### config.mk
export PLATFORM = sky130hd
export DESIGN_NAME = dspd_decoder
export DESIGN_NICKNAME = d
export VERILOG_FILES = /design/src/dspd_pkg.sv /design/src/dspd_branch_test_code_eval.sv /design/src/dspd_mode_bit.sv /design/src/dspd_decoder.sv
export VERILOG_INCLUDE_DIRS = /design/src
export SDC_FILE = /design/constraint.sdc
export NUM_CORES = 1
export LEC_CHECK = 0
export CAP_MARGIN = 20
export CORE_MARGIN = 3
export CORE_UTILIZATION = 45
export CTS_CLUSTER_SIZE = 28
export DETAILED_ROUTE_END_ITERATION = 12
export DONT_BUFFER_PORTS = 1
export HOLD_SLACK_MARGIN = 0.05
export PLACE_DENSITY_LB_ADDON = 0.05
export SLEW_MARGIN = 15
export SYNTH_ARGS = -nofsm -noshare
export SYNTH_HDL_FRONTEND = slang
export SYNTH_SLANG_ARGS = --single-unit
### constraint.sdc
create_clock -name mclk -period 5.7 [get_ports mclk]
set_clock_uncertainty 0.1 [all_clocks]
set_input_delay 1.14 -clock mclk [delete_from_list [all_inputs] [get_ports mclk]]
set_output_delay 1.14 -clock mclk [all_outputs]
set_load 0.05 [all_outputs]
### src/dspd_consts.svh
`ifndef DSPD_CONSTS_SVH
`define DSPD_CONSTS_SVH

// register byte offsets on the avalon slave
`define DSPD_OFS_CTRL 4'h0
`define DSPD_OFS_MODE 4'h4
`define DSPD_OFS_STAT 4'h8
`define DSPD_OFS_CNT 4'hc

// field positions and reset values
`define DSPD_CTRL_EN_BIT 0
`define DSPD_CTRL_RST 1'h1
`define DSPD_STAT_FLAG_BIT 0
`define DSPD_STAT_BRANCH_TEST_CODE_BIT 1
`define DSPD_MODE_RST 1'h0
`define DSPD_FLAG_RST 1'h0

// arithmetic function field
`define DSPD_ARITH_NOP 5'h00
`define DSPD_ARITH_ALU_BIT 4
`define DSPD_ARITH_RND_MUL 3'h0
`define DSPD_ARITH_MUL 3'h1
`define DSPD_ARITH_ADD 3'h2
`define DSPD_ARITH_SUB 3'h3
`define DSPD_ARITH_RND_ADD 5'h02
`define DSPD_ARITH_RND_SUB 5'h03

// condition codes
`define DSPD_CC_EQ 4'h0
`define DSPD_CC_NE 4'h1
`define DSPD_CC_GT 4'h2
`define DSPD_CC_LE 4'h3
`define DSPD_CC_LT 4'h4
`define DSPD_CC_GE 4'h5
`define DSPD_CC_AV 4'h6
`define DSPD_CC_NAV 4'h7
`define DSPD_CC_AC 4'h8
`define DSPD_CC_NAC 4'h9
`define DSPD_CC_NEG 4'ha
`define DSPD_CC_POS 4'hb
`define DSPD_CC_MV 4'hc
`define DSPD_CC_NMV 4'hd
`define DSPD_CC_NCE 4'he
`define DSPD_CC_ALWAYS 4'hf

// output pin action codes
`define DSPD_PIN_KEEP 2'h0
`define DSPD_PIN_TOGGLE 2'h1
`define DSPD_PIN_CLEAR 2'h2
`define DSPD_PIN_SET 2'h3

// mode pair codes: high bit arms the change, low bit is the new value
`define DSPD_MC_ARM_BIT 1
`define DSPD_MC_VAL_BIT 0
`define DSPD_MC_OFF 2'h2
`define DSPD_MC_ON 2'h3

// mode indices inside the mode field and the mode register
`define DSPD_MODE_BANK 0
`define DSPD_MODE_BITREV 1
`define DSPD_MODE_OVFL 2
`define DSPD_MODE_SAT 3
`define DSPD_MODE_MPLACE 4
`define DSPD_MODE_GO 5
`define DSPD_MODE_TIMER 6

`endif

### src/dspd_pkg.sv
package dspd_pkg;

  localparam int NMODES = 7;

  typedef struct packed {
    logic [4:0] arith_op_select;
    logic [3:0] branch_test_code;
    logic use_pin_test;
    logic input_pin_test;
    logic loop_count_pop;
    logic mem_access;
    logic mem_dir;
    logic dual_fetch;
    logic [1:0] x_side_fetch_target;
    logic [1:0] y_side_fetch_target;
    logic data_reg_used;
    logic [3:0] data_reg_code;
    logic [1:0] out_pin_action;
    logic dag_select;
    logic loop_stack_pop;
    logic pc_stack_pop;
    logic mode_valid;
    logic [2*NMODES-1:0] mode_ctl;
  } dspd_instr_t;

  typedef struct packed {
    logic az;
    logic an;
    logic av;
    logic ac;
    logic ax_neg;
    logic mv;
    logic ce;
    logic flag_in;
  } dspd_flags_t;

  typedef struct packed {
    logic nop;
    logic mac_op;
    logic mac_round;
    logic mac_acc_add;
    logic mac_acc_sub;
    logic x_signed;
    logic y_signed;
    logic alu_op;
    logic [3:0] alu_func;
    logic branch_test_code_true;
    logic loop_count_pop;
    logic loop_stack_pop;
    logic pc_stack_pop;
    logic mem_read;
    logic mem_write;
    logic dag_second;
    logic [3:0] x_target;
    logic [3:0] y_target;
    logic [15:0] data_reg_sel;
  } dspd_dec_t;

  typedef enum logic {
    BUS_IDLE = 1'b0,
    BUS_ACK = 1'b1
  } dspd_bus_t;

endpackage

### src/dspd_branch_test_code_eval.sv
`timescale 1ns/1ps
`include "dspd_consts.svh"

module dspd_branch_test_code_eval (
  input wire logic [3:0] code, // branch test code
  input wire logic use_pin, // test the latched input pin instead
  input wire logic pin_test, // wanted pin level
  input wire dspd_pkg::dspd_flags_t flags, // status flags
  output logic branch_test_code_true // condition result
);
  import dspd_pkg::*;

  logic lt;

  assign lt = flags.an ^ flags.av;

  always_comb begin
    branch_test_code_true = 1'b0;
    if (use_pin) begin
      branch_test_code_true = (flags.flag_in == pin_test);
    end else begin
      unique case (code)
        `DSPD_CC_EQ: branch_test_code_true = flags.az;
        `DSPD_CC_NE: branch_test_code_true = !flags.az;
        `DSPD_CC_GT: branch_test_code_true = !lt && !flags.az;
        `DSPD_CC_LE: branch_test_code_true = lt || flags.az;
        `DSPD_CC_LT: branch_test_code_true = lt;
        `DSPD_CC_GE: branch_test_code_true = !lt;
        `DSPD_CC_AV: branch_test_code_true = flags.av;
        `DSPD_CC_NAV: branch_test_code_true = !flags.av;
        `DSPD_CC_AC: branch_test_code_true = flags.ac;
        `DSPD_CC_NAC: branch_test_code_true = !flags.ac;
        `DSPD_CC_NEG: branch_test_code_true = flags.ax_neg;
        `DSPD_CC_POS: branch_test_code_true = !flags.ax_neg;
        `DSPD_CC_MV: branch_test_code_true = flags.mv;
        `DSPD_CC_NMV: branch_test_code_true = !flags.mv;
        `DSPD_CC_NCE: branch_test_code_true = !flags.ce;
        `DSPD_CC_ALWAYS: branch_test_code_true = 1'b1;
      endcase
    end
  end
endmodule

### src/dspd_mode_bit.sv
`timescale 1ns/1ps
`include "dspd_consts.svh"

module dspd_mode_bit (
  input wire logic mclk, // clock
  input wire logic rst, // async reset
  input wire logic apply, // mode instruction taken
  input wire logic [1:0] code, // pair code for this mode
  input wire logic sw_we, // software write
  input wire logic sw_val, // software value
  output logic mode // current mode level
);
  // an armed instruction pair wins over a software write in the same cycle,
  // since the program flow depends on it
  always_ff @(posedge mclk or posedge rst) begin
    if (rst) begin
      mode <= `DSPD_MODE_RST;
    end else if (apply && code[`DSPD_MC_ARM_BIT]) begin
      mode <= code[`DSPD_MC_VAL_BIT];
    end else if (sw_we) begin
      mode <= sw_val;
    end
  end
endmodule

### src/dspd_decoder.sv
// Behaviour
// - a 5-bit arithmetic field is a no-op at all zeros, a multiplier product (rounded or signed/unsigned, alone, added or subtracted) with leading 0, else an arithmetic-unit op.
// - the 4-bit condition gives equal, not equal, greater, less-or-equal, less, greater-or-equal first, then 1110 counter not expired and 1111 always.
// - codes 0110 to 1101 test overflow, carry, X sign and multiplier overflow as true and complement pairs.
// - the counter-pop bit at 1 pops the loop-counter stack, at 0 leaves it.
// - a direction bit of 0 reads memory and 1 writes it.
// - the 2-bit data-memory target picks first/second arithmetic X, then first/second multiplier X.
// - the 2-bit program-memory target picks first/second arithmetic Y, then first/second multiplier Y.
// - the output pin code keeps, toggles, clears or sets the pin for 00, 01, 10, 11.
// - the address-generator bit picks the first generator at 0 and the second at 1.
// - the loop-pop bit at 1 pops the loop stack, at 0 leaves it.
// - the pc-pop bit at 1 pops the program-counter stack, at 0 leaves it.
// - each mode pair leaves the mode with leading 0, clears it with 10 and sets it with 11.
// - seven modes are held: register bank, bit reverse, overflow latch, saturate, multiplier placement, go mode, timer.
`timescale 1ns/1ps
`include "dspd_consts.svh"

module dspd_decoder #(
  parameter int CNT_W = 16 // width of the decoded-instruction counter
) (
  input wire logic mclk, // 20 MHz clock
  input wire logic rst, // async reset, active high
  input wire logic instr_valid, // instruction fields present
  input wire dspd_pkg::dspd_instr_t instr, // instruction fields
  input wire dspd_pkg::dspd_flags_t flags, // datapath status
  output dspd_pkg::dspd_dec_t dec, // decoded controls
  output logic dec_valid, // dec holds a fresh decode
  output logic flag_out, // output flag pin level
  output logic [dspd_pkg::NMODES-1:0] modes, // mode levels
  input wire logic [3:0] avs_address, // byte address
  input wire logic avs_read, // read request
  input wire logic avs_write, // write request
  input wire logic [31:0] avs_writedata, // write data
  output logic [31:0] avs_readdata, // read data
  output logic avs_waitrequest // stall
);
  import dspd_pkg::*;

  dspd_bus_t bus_st;
  logic decode_en;
  logic go;
  logic branch_test_code_now;
  logic last_branch_test_code;
  logic [CNT_W-1:0] dec_count;
  logic bus_req;
  logic bus_done;
  logic sw_mode_we;
  dspd_dec_t next_dec;

  assign bus_req = avs_read || avs_write;
  assign avs_waitrequest = bus_req && (bus_st == BUS_IDLE);
  assign bus_done = bus_req && (bus_st == BUS_ACK);
  assign go = instr_valid && decode_en;
  assign sw_mode_we = bus_done && avs_write && (avs_address == `DSPD_OFS_MODE);

  dspd_branch_test_code_eval u_branch_test_code (
    .code(instr.branch_test_code),
    .use_pin(instr.use_pin_test),
    .pin_test(instr.input_pin_test),
    .flags(flags),
    .branch_test_code_true(branch_test_code_now)
  );

  always_comb begin
    logic [2:0] grp;
    grp = instr.arith_op_select[3:1];
    next_dec = '0;
    next_dec.nop = (instr.arith_op_select == `DSPD_ARITH_NOP);
    next_dec.alu_op = instr.arith_op_select[`DSPD_ARITH_ALU_BIT];
    next_dec.alu_func = instr.arith_op_select[3:0];
    next_dec.mac_op = !next_dec.nop && !next_dec.alu_op;
    if (next_dec.mac_op) begin
      if (grp[2:1] == 2'h0 && !instr.arith_op_select[2]) begin
        // rounded forms work on signed pairs
        next_dec.mac_round = 1'b1;
        next_dec.x_signed = 1'b1;
        next_dec.y_signed = 1'b1;
        next_dec.mac_acc_add = (instr.arith_op_select == `DSPD_ARITH_RND_ADD);
        next_dec.mac_acc_sub = (instr.arith_op_select == `DSPD_ARITH_RND_SUB);
      end else begin
        next_dec.x_signed = !instr.arith_op_select[1];
        next_dec.y_signed = !instr.arith_op_select[0];
        next_dec.mac_acc_add = (instr.arith_op_select[4:2] == `DSPD_ARITH_ADD);
        next_dec.mac_acc_sub = (instr.arith_op_select[4:2] == `DSPD_ARITH_SUB);
      end
    end
    next_dec.branch_test_code_true = branch_test_code_now;
    next_dec.loop_count_pop = instr.loop_count_pop;
    next_dec.loop_stack_pop = instr.loop_stack_pop;
    next_dec.pc_stack_pop = instr.pc_stack_pop;
    next_dec.mem_read = instr.mem_access && !instr.mem_dir;
    next_dec.mem_write = instr.mem_access && instr.mem_dir;
    next_dec.dag_second = instr.mem_access && instr.dag_select;
    if (instr.dual_fetch) begin
      next_dec.x_target[instr.x_side_fetch_target] = 1'b1;
      next_dec.y_target[instr.y_side_fetch_target] = 1'b1;
    end
    if (instr.data_reg_used) begin
      next_dec.data_reg_sel[instr.data_reg_code] = 1'b1;
    end
  end

  // decode pipeline: one register stage between sequencer and datapath
  always_ff @(posedge mclk or posedge rst) begin
    if (rst) begin
      dec <= '0;
    end else if (go) begin
      dec <= next_dec;
    end else begin
      // pops and memory strobes must not repeat on idle cycles
      dec.loop_count_pop <= 1'b0;
      dec.loop_stack_pop <= 1'b0;
      dec.pc_stack_pop <= 1'b0;
      dec.mem_read <= 1'b0;
      dec.mem_write <= 1'b0;
    end
  end

  always_ff @(posedge mclk or posedge rst) begin
    if (rst) begin
      dec_valid <= 1'b0;
    end else begin
      dec_valid <= go;
    end
  end

  always_ff @(posedge mclk or posedge rst) begin
    if (rst) begin
      flag_out <= `DSPD_FLAG_RST;
    end else if (go) begin
      unique case (instr.out_pin_action)
        `DSPD_PIN_KEEP: flag_out <= flag_out;
        `DSPD_PIN_TOGGLE: flag_out <= !flag_out;
        `DSPD_PIN_CLEAR: flag_out <= 1'b0;
        `DSPD_PIN_SET: flag_out <= 1'b1;
      endcase
    end
  end

  generate
    for (genvar m = 0; m < NMODES; m++) begin : g_mode
      dspd_mode_bit u_mode (
        .mclk(mclk),
        .rst(rst),
        .apply(go && instr.mode_valid),
        .code(instr.mode_ctl[2*m+1 -: 2]),
        .sw_we(sw_mode_we),
        .sw_val(avs_writedata[m]),
        .mode(modes[m])
      );
    end
  endgenerate

  always_ff @(posedge mclk or posedge rst) begin
    if (rst) begin
      last_branch_test_code <= 1'b0;
    end else if (go) begin
      last_branch_test_code <= branch_test_code_now;
    end
  end

  // a decode in the same cycle as a software clear still counts
  always_ff @(posedge mclk or posedge rst) begin
    if (rst) begin
      dec_count <= '0;
    end else if (bus_done && avs_write && avs_address == `DSPD_OFS_CNT) begin
      dec_count <= go ? CNT_W'(1) : '0;
    end else if (go) begin
      dec_count <= dec_count + CNT_W'(1);
    end
  end

  always_ff @(posedge mclk or posedge rst) begin
    if (rst) begin
      decode_en <= `DSPD_CTRL_RST;
    end else if (bus_done && avs_write && avs_address == `DSPD_OFS_CTRL) begin
      decode_en <= avs_writedata[`DSPD_CTRL_EN_BIT];
    end
  end

  always_ff @(posedge mclk or posedge rst) begin
    if (rst) begin
      bus_st <= BUS_IDLE;
    end else begin
      unique case (bus_st)
        BUS_IDLE: bus_st <= bus_req ? BUS_ACK : BUS_IDLE;
        BUS_ACK: bus_st <= BUS_IDLE;
      endcase
    end
  end

  // read data are captured in the wait cycle so they come from flops
  always_ff @(posedge mclk or posedge rst) begin
    if (rst) begin
      avs_readdata <= '0;
    end else if (avs_read && bus_st == BUS_IDLE) begin
      avs_readdata <= '0;
      unique case (avs_address)
        `DSPD_OFS_CTRL: avs_readdata[`DSPD_CTRL_EN_BIT] <= decode_en;
        `DSPD_OFS_MODE: avs_readdata[NMODES-1:0] <= modes;
        `DSPD_OFS_STAT: begin
          avs_readdata[`DSPD_STAT_FLAG_BIT] <= flag_out;
          avs_readdata[`DSPD_STAT_BRANCH_TEST_CODE_BIT] <= last_branch_test_code;
        end
        `DSPD_OFS_CNT: avs_readdata[CNT_W-1:0] <= dec_count;
        default: avs_readdata <= '0;
      endcase
    end
  end

  // short names that keep the assertion lines readable
  logic cc_go;
  logic [3:0] cc_code;
  logic [4:0] op_code;
  logic lt_now;
  logic [1:0] timer_pair;

  assign cc_go = go && !instr.use_pin_test;
  assign cc_code = instr.branch_test_code;
  assign op_code = instr.arith_op_select;
  assign lt_now = flags.an ^ flags.av;
  assign timer_pair = instr.mode_ctl[2*`DSPD_MODE_TIMER+1 -: 2];
endmodule

# ---- Yosys cells after proc, flatten, opt, wreduce, memory -nomap -nowiden
# Cells that the tools add are included.
dict set report word_totals {
  reg_bits 86
  latch_bits 0
  ramBits 0
  rom_bits 0
  output_inout_bits 85
  wordCells 161
  memories 0
}
dict set report classes {
  add_sub_neg 1
  mul 0
  n_div 0
  n_lt_le_gt_ge 6
  eq_ne 26
  shift 0
  n_mux 38
  bitwise_logic 3
  n_reduce_logical 55
}
# cell count
set ops {}
lappend ops {{$mux 16} 3}
lappend ops {{$eq 4x4->1 const B} 10}
lappend ops {{$logic_and 1x1->1} 25}
lappend ops {{$mux 1} 21}
lappend ops {{$eq 4x3->1 const B} 5}
lappend ops {{$add 16x1->16 const B} 1}
lappend ops {{$pmux 1 s16} 1}
lappend ops {{$reduce_bool 2->1} 8}
lappend ops {{$logic_not 1->1} 14}
lappend ops {{$eq 5x2->1 const B} 2}
lappend ops {{$mux 5} 2}
lappend ops {{$pmux 5 s2} 1}
lappend ops {{$mux 9} 1}
lappend ops {{$eq 4x2->1 const B} 2}
lappend ops {{$logic_not 4->1} 2}
lappend ops {{$mux 8} 1}
lappend ops {{$eq 3x2->1 const B} 2}
lappend ops {{$lt 2x3->1 const B} 2}
lappend ops {{$pmux 1 s3} 2}
lappend ops {{$logic_not 5->1} 1}
lappend ops {{$lt 4x5->1 const B} 1}
lappend ops {{$demux 1 s2} 2}
lappend ops {{$demux 1 s4} 1}
lappend ops {{$eq 2x2->1 const B} 2}
lappend ops {{13 further kinds} 17}

# ---- Logic depth before layout (Yosys ltp)
dict set report depth {
  depth_word 6
  mapped_depth 6
}

# ---- Modules after synthesis
# From an unflattened synthesis, not the netlist that was laid out.
dict set report unflattened {
  cells_unflattened 421
  hier_area_um2 4142.7
}
# module n_inst cells_per_inst area_per_inst_um2
set by_module_without_submodules {}
lappend by_module_without_submodules {dspd_decoder 1 358 3502.1}
lappend by_module_without_submodules {dspd_mode_bit 7 5 58.8}
lappend by_module_without_submodules {dspd_branch_test_code_eval 1 28 229.0}

# ---- Worst setup path before layout
# No wires, ideal clock.
dict set report synth_path {
  path_kind {input port to output port}
  start {in avs_write}
  end {out avs_waitrequest}
  t_arrival_ns 1.837
  required_ns 4.460
  path_slack_ns 2.623
  stages 2
  path_cell_list {nor2_1 > nor2_1}
}
dict set report synth_between {
  elab_chain_len 2
}
# item line
set synth_rtl {}
lappend synth_rtl {{from (decl)} dspd_decoder.sv:32} ;# input wire logic avs_write,
lappend synth_rtl {{$logic_or 1x1->1} dspd_decoder.sv:50} ;# assign bus_req = avs_read || avs_write;
lappend synth_rtl {{$logic_and 1x1->1} dspd_decoder.sv:51} ;# assign avs_waitrequest = bus_req && (bus_st == BUS_IDLE);
lappend synth_rtl {{to (decl)} dspd_decoder.sv:35} ;# output logic avs_waitrequest
# Every way passes these cells.

# ---- Worst setup path in the final report
# Ends and elaborated chain as after synthesis.

==> flow_metrics.tcl <==
set metrics [dict create \
    finalHoldViolations 0 \
    cp_max_fo 5 \
    numCtsBuffers 9 \
    synth_top_area_share_pct 51.9 \
    cts_max_level 3 \
    wl_um 8770 \
    yosysTopAreaCell "dfrtp_1" \
    holdBufCountCts 0 \
    post-place-cells 505 \
    crit_chain "nor2_1, nor2_1" \
    synth_edf_count 0 \
    cts_root_buf "clkbuf_8" \
    first_iter_violations 79 \
    ys_warn_count 0 \
    final_nets 502 \
    cp.arrival_ps 1870 \
    path_buf_inv 0 \
    critPathKind "primary input to output pin" \
    post_cts.repair.setup_buffers 0 \
    die-area_um2 10300 \
    synth_seq_cells 86 \
    antenna_found_initial 0 \
    antenna_left 0 \
    wl_per_cell_um 16.9 \
    final.min_clock_period_ps 3110 \
    cp-end-kind "output pin" \
    track_usage_pct 16.9 \
    leakagePower_nw 1.89 \
    fin_cells 520 \
    portBuffers 0 \
    dpl_cell_area_um2 4030 \
    startpoint_type "primary input" \
    clk_latency_ps 360 \
    vias_per_cell 5.48 \
    setup_viol 0 \
    rows 34 \
    drcViolationCount 0 \
    min_path_type "register to register" \
    grt_pass1_vias 2718 \
    critPathSlowestCell "nor2_1" \
    clkTransAtPathRegs_ps 80 \
    cts_tree "done" \
    grt_max_degree 51 \
    initial_core_util_pct 46.8 \
    tightestPinTransition_ps 944 \
    grt_pass1_wl_um 13700 \
    vias 2847 \
    die-width_um 101 \
    avgSynthCellArea_um2 9.64 \
    netlist_area_um2 4100 \
    area_growth_pct 2.84 \
    design.core.area_um2 8760 \
    run_status "finished clean" \
    period_share_pct 54.6 \
    synthCells 425 \
    ctsResizeCount 0 \
    first_pass_iters 4 \
    ir_worst_vdd_mv 0.195 \
    dp_hpwl_um 6270 \
    async_flop_share_pct 100 \
    synth.area.top_cells "dfrtp_1 (52%), nand2_1 (8.1%), buf_4 (4.6%)" \
    gp_congestion 0.720 \
    nFillCells 842 \
    yosys_most_used_dff "dfrtp_1" \
    required_ps 4460 \
    layout-drive-gt1-share_pct 5.83 \
    clock_path_buffers 2 \
    slew-limit-headroom_pct 36.8 \
    synth_cell_type_count 47 \
    die_y_um 101 \
    clock-sinks 86 \
    multiInputGateArea_um2 1680 \
    max_freq_mhz 322 \
    slowest_delay_ps 700 \
    stdcell_area_um2 4210 \
    grt-ovfl-total 0 \
    crit_top_cell "nor2_1" \
    ys_seq_area_share_pct 52.5 \
    drv_slew 0 \
    cap_violations 0 \
    cp_top_family "simple AND/OR/NAND/NOR gates" \
    io_pins 178 \
    setup-tns-final_ps 0 \
    num_antenna_cells 0 \
    powerDensity_nw_per_um2 416 \
    rsz0062_at_grt "false" \
    regArea_um2 2150 \
]
==> metrics by stage <==
stage                     worst slack [ps]  utilization [%]  total power [mW]  hold WS, ps
after global placement                2570             45.9              1.35          440
after CTS                             2580             48.1              1.78          467
after detailed placement              2580             45.9              1.35          454
after floorplan                       2240                -              1.34          413
after global routing                  2570             48.1              1.84          481
final                                 2590             48.1              1.75          465
==> state kept, by name (all words and copies together) (netlist names) <==
signal                 flops
dec                       42
bus_st                     1
decode_en                  1
last_branch_test_code      1
dec_valid                  1
avs_readdata              16
dec_count                 16
flag_out                   1
g_mode.u_mode.mode         7
==> report_power, final <==
part	switching, mW	internal [mW]
registers	0.419	0.706
logic	0.126	0.0828
clock network	0.210	0.211
==> cells by family (layout without fill, tap and decap cells) <==
group	count (synthesis)	count (layout)	share of synthesized area, %
compound gates	87	87	13.2
buf+inv	56	28	7.85
fa+ha+maj	1	1	0.305
mux	12	12	3.30
xor+xnor	15	15	3.21
other cells	1	16	0.0915
simple gates	167	167	19.5
flops	86	86	52.5
==> cells in the final DEF (no fill, tap or decap), types with 2 or more instances in the layout <==
cell / count
dfrtp_1: 85
nand2_1: 88
and4_1: 4
inv_1: 10
mux2_2: 2
xor2_1: 6
nand3_1: 8
a22o_1: 13
or3_1: 3
and3_1: 8
a22oi_1: 5
a221oi_1: 2
a31oi_1: 3
conb_1: 16
xnor2_1: 9
nand4_1: 4
or4_1: 4
nor2b_1: 5
mux2i_1: 9
nand4b_1: 2
nor2_1: 22
nor3_1: 7
nand2b_1: 3
o31ai_1: 7
o21ai_0: 36
a32o_1: 2
clkbuf_8: 10
buf_4: 2
a21oi_1: 17
clkinv_2: 3
==> final cells by class <==
type                    count  area share [%]
inverters                  11            1.01
flip-flops and latches     86            51.1
well taps                 108            3.21
clock buffers              11            3.36
multi-input cells         298            39.8
repair buffers              2           0.356
clock inverters             4            1.13
==> path summary, 6_finish.rpt <==
kind / from / to / slack, ps / cells past startpoint
max in group asynchronous: rst / dec_count[11]$_DFFE_PP0P_ / 3820 / 2
worst min-delay path: dec_count[15]$_DFFE_PP0P_ / avs_readdata[15]$_DFFE_PP0P_ / 470 / 2
worst min register to register: dec_count[15]$_DFFE_PP0P_ / avs_readdata[15]$_DFFE_PP0P_ / 470 / 2
worst max register to register: decode_en$_DFFE_PP1P_ / dec[14]$_DFFE_PP0P_ / 3090 / 6
worst max-delay path: avs_write / avs_waitrequest / 2590 / 2
min in group asynchronous: rst / dec[26]$_DFF_PP0_ / 640 / 1
==> cells in the mapped netlist, types with 5 or more instances <==
| library cell | n |
|---|---|
| xor2_1 | 6 |
| o31ai_1 | 7 |
| o21ai_0 | 36 |
| buf_4 | 25 |
| a22o_1 | 13 |
| clkbuf_1 | 14 |
| nor2_1 | 22 |
| xnor2_1 | 9 |
| mux2i_1 | 9 |
| inv_1 | 11 |
| a22oi_1 | 5 |
| nor2b_1 | 5 |
| nand2_1 | 88 |
| nor3_1 | 7 |
| a21oi_1 | 17 |
| nand3_1 | 8 |
| dfrtp_1 | 85 |
| and3_1 | 8 |
==> per-layer routing <==
layer / track usage (%) / wire [um] / vias to the layer above / share of wire (%)
met5: 0 / 0 / - / 0
met4: 5.83 / 114 / 0 / 1.3
met3: 6.47 / 713 / 11 / 8.1
met2: 26.4 / 4210 / 83 / 48
met1: 21.5 / 3730 / 1369 / 43
li1: - / - / 1384 / -
Power figures use the tool's default switching activity.
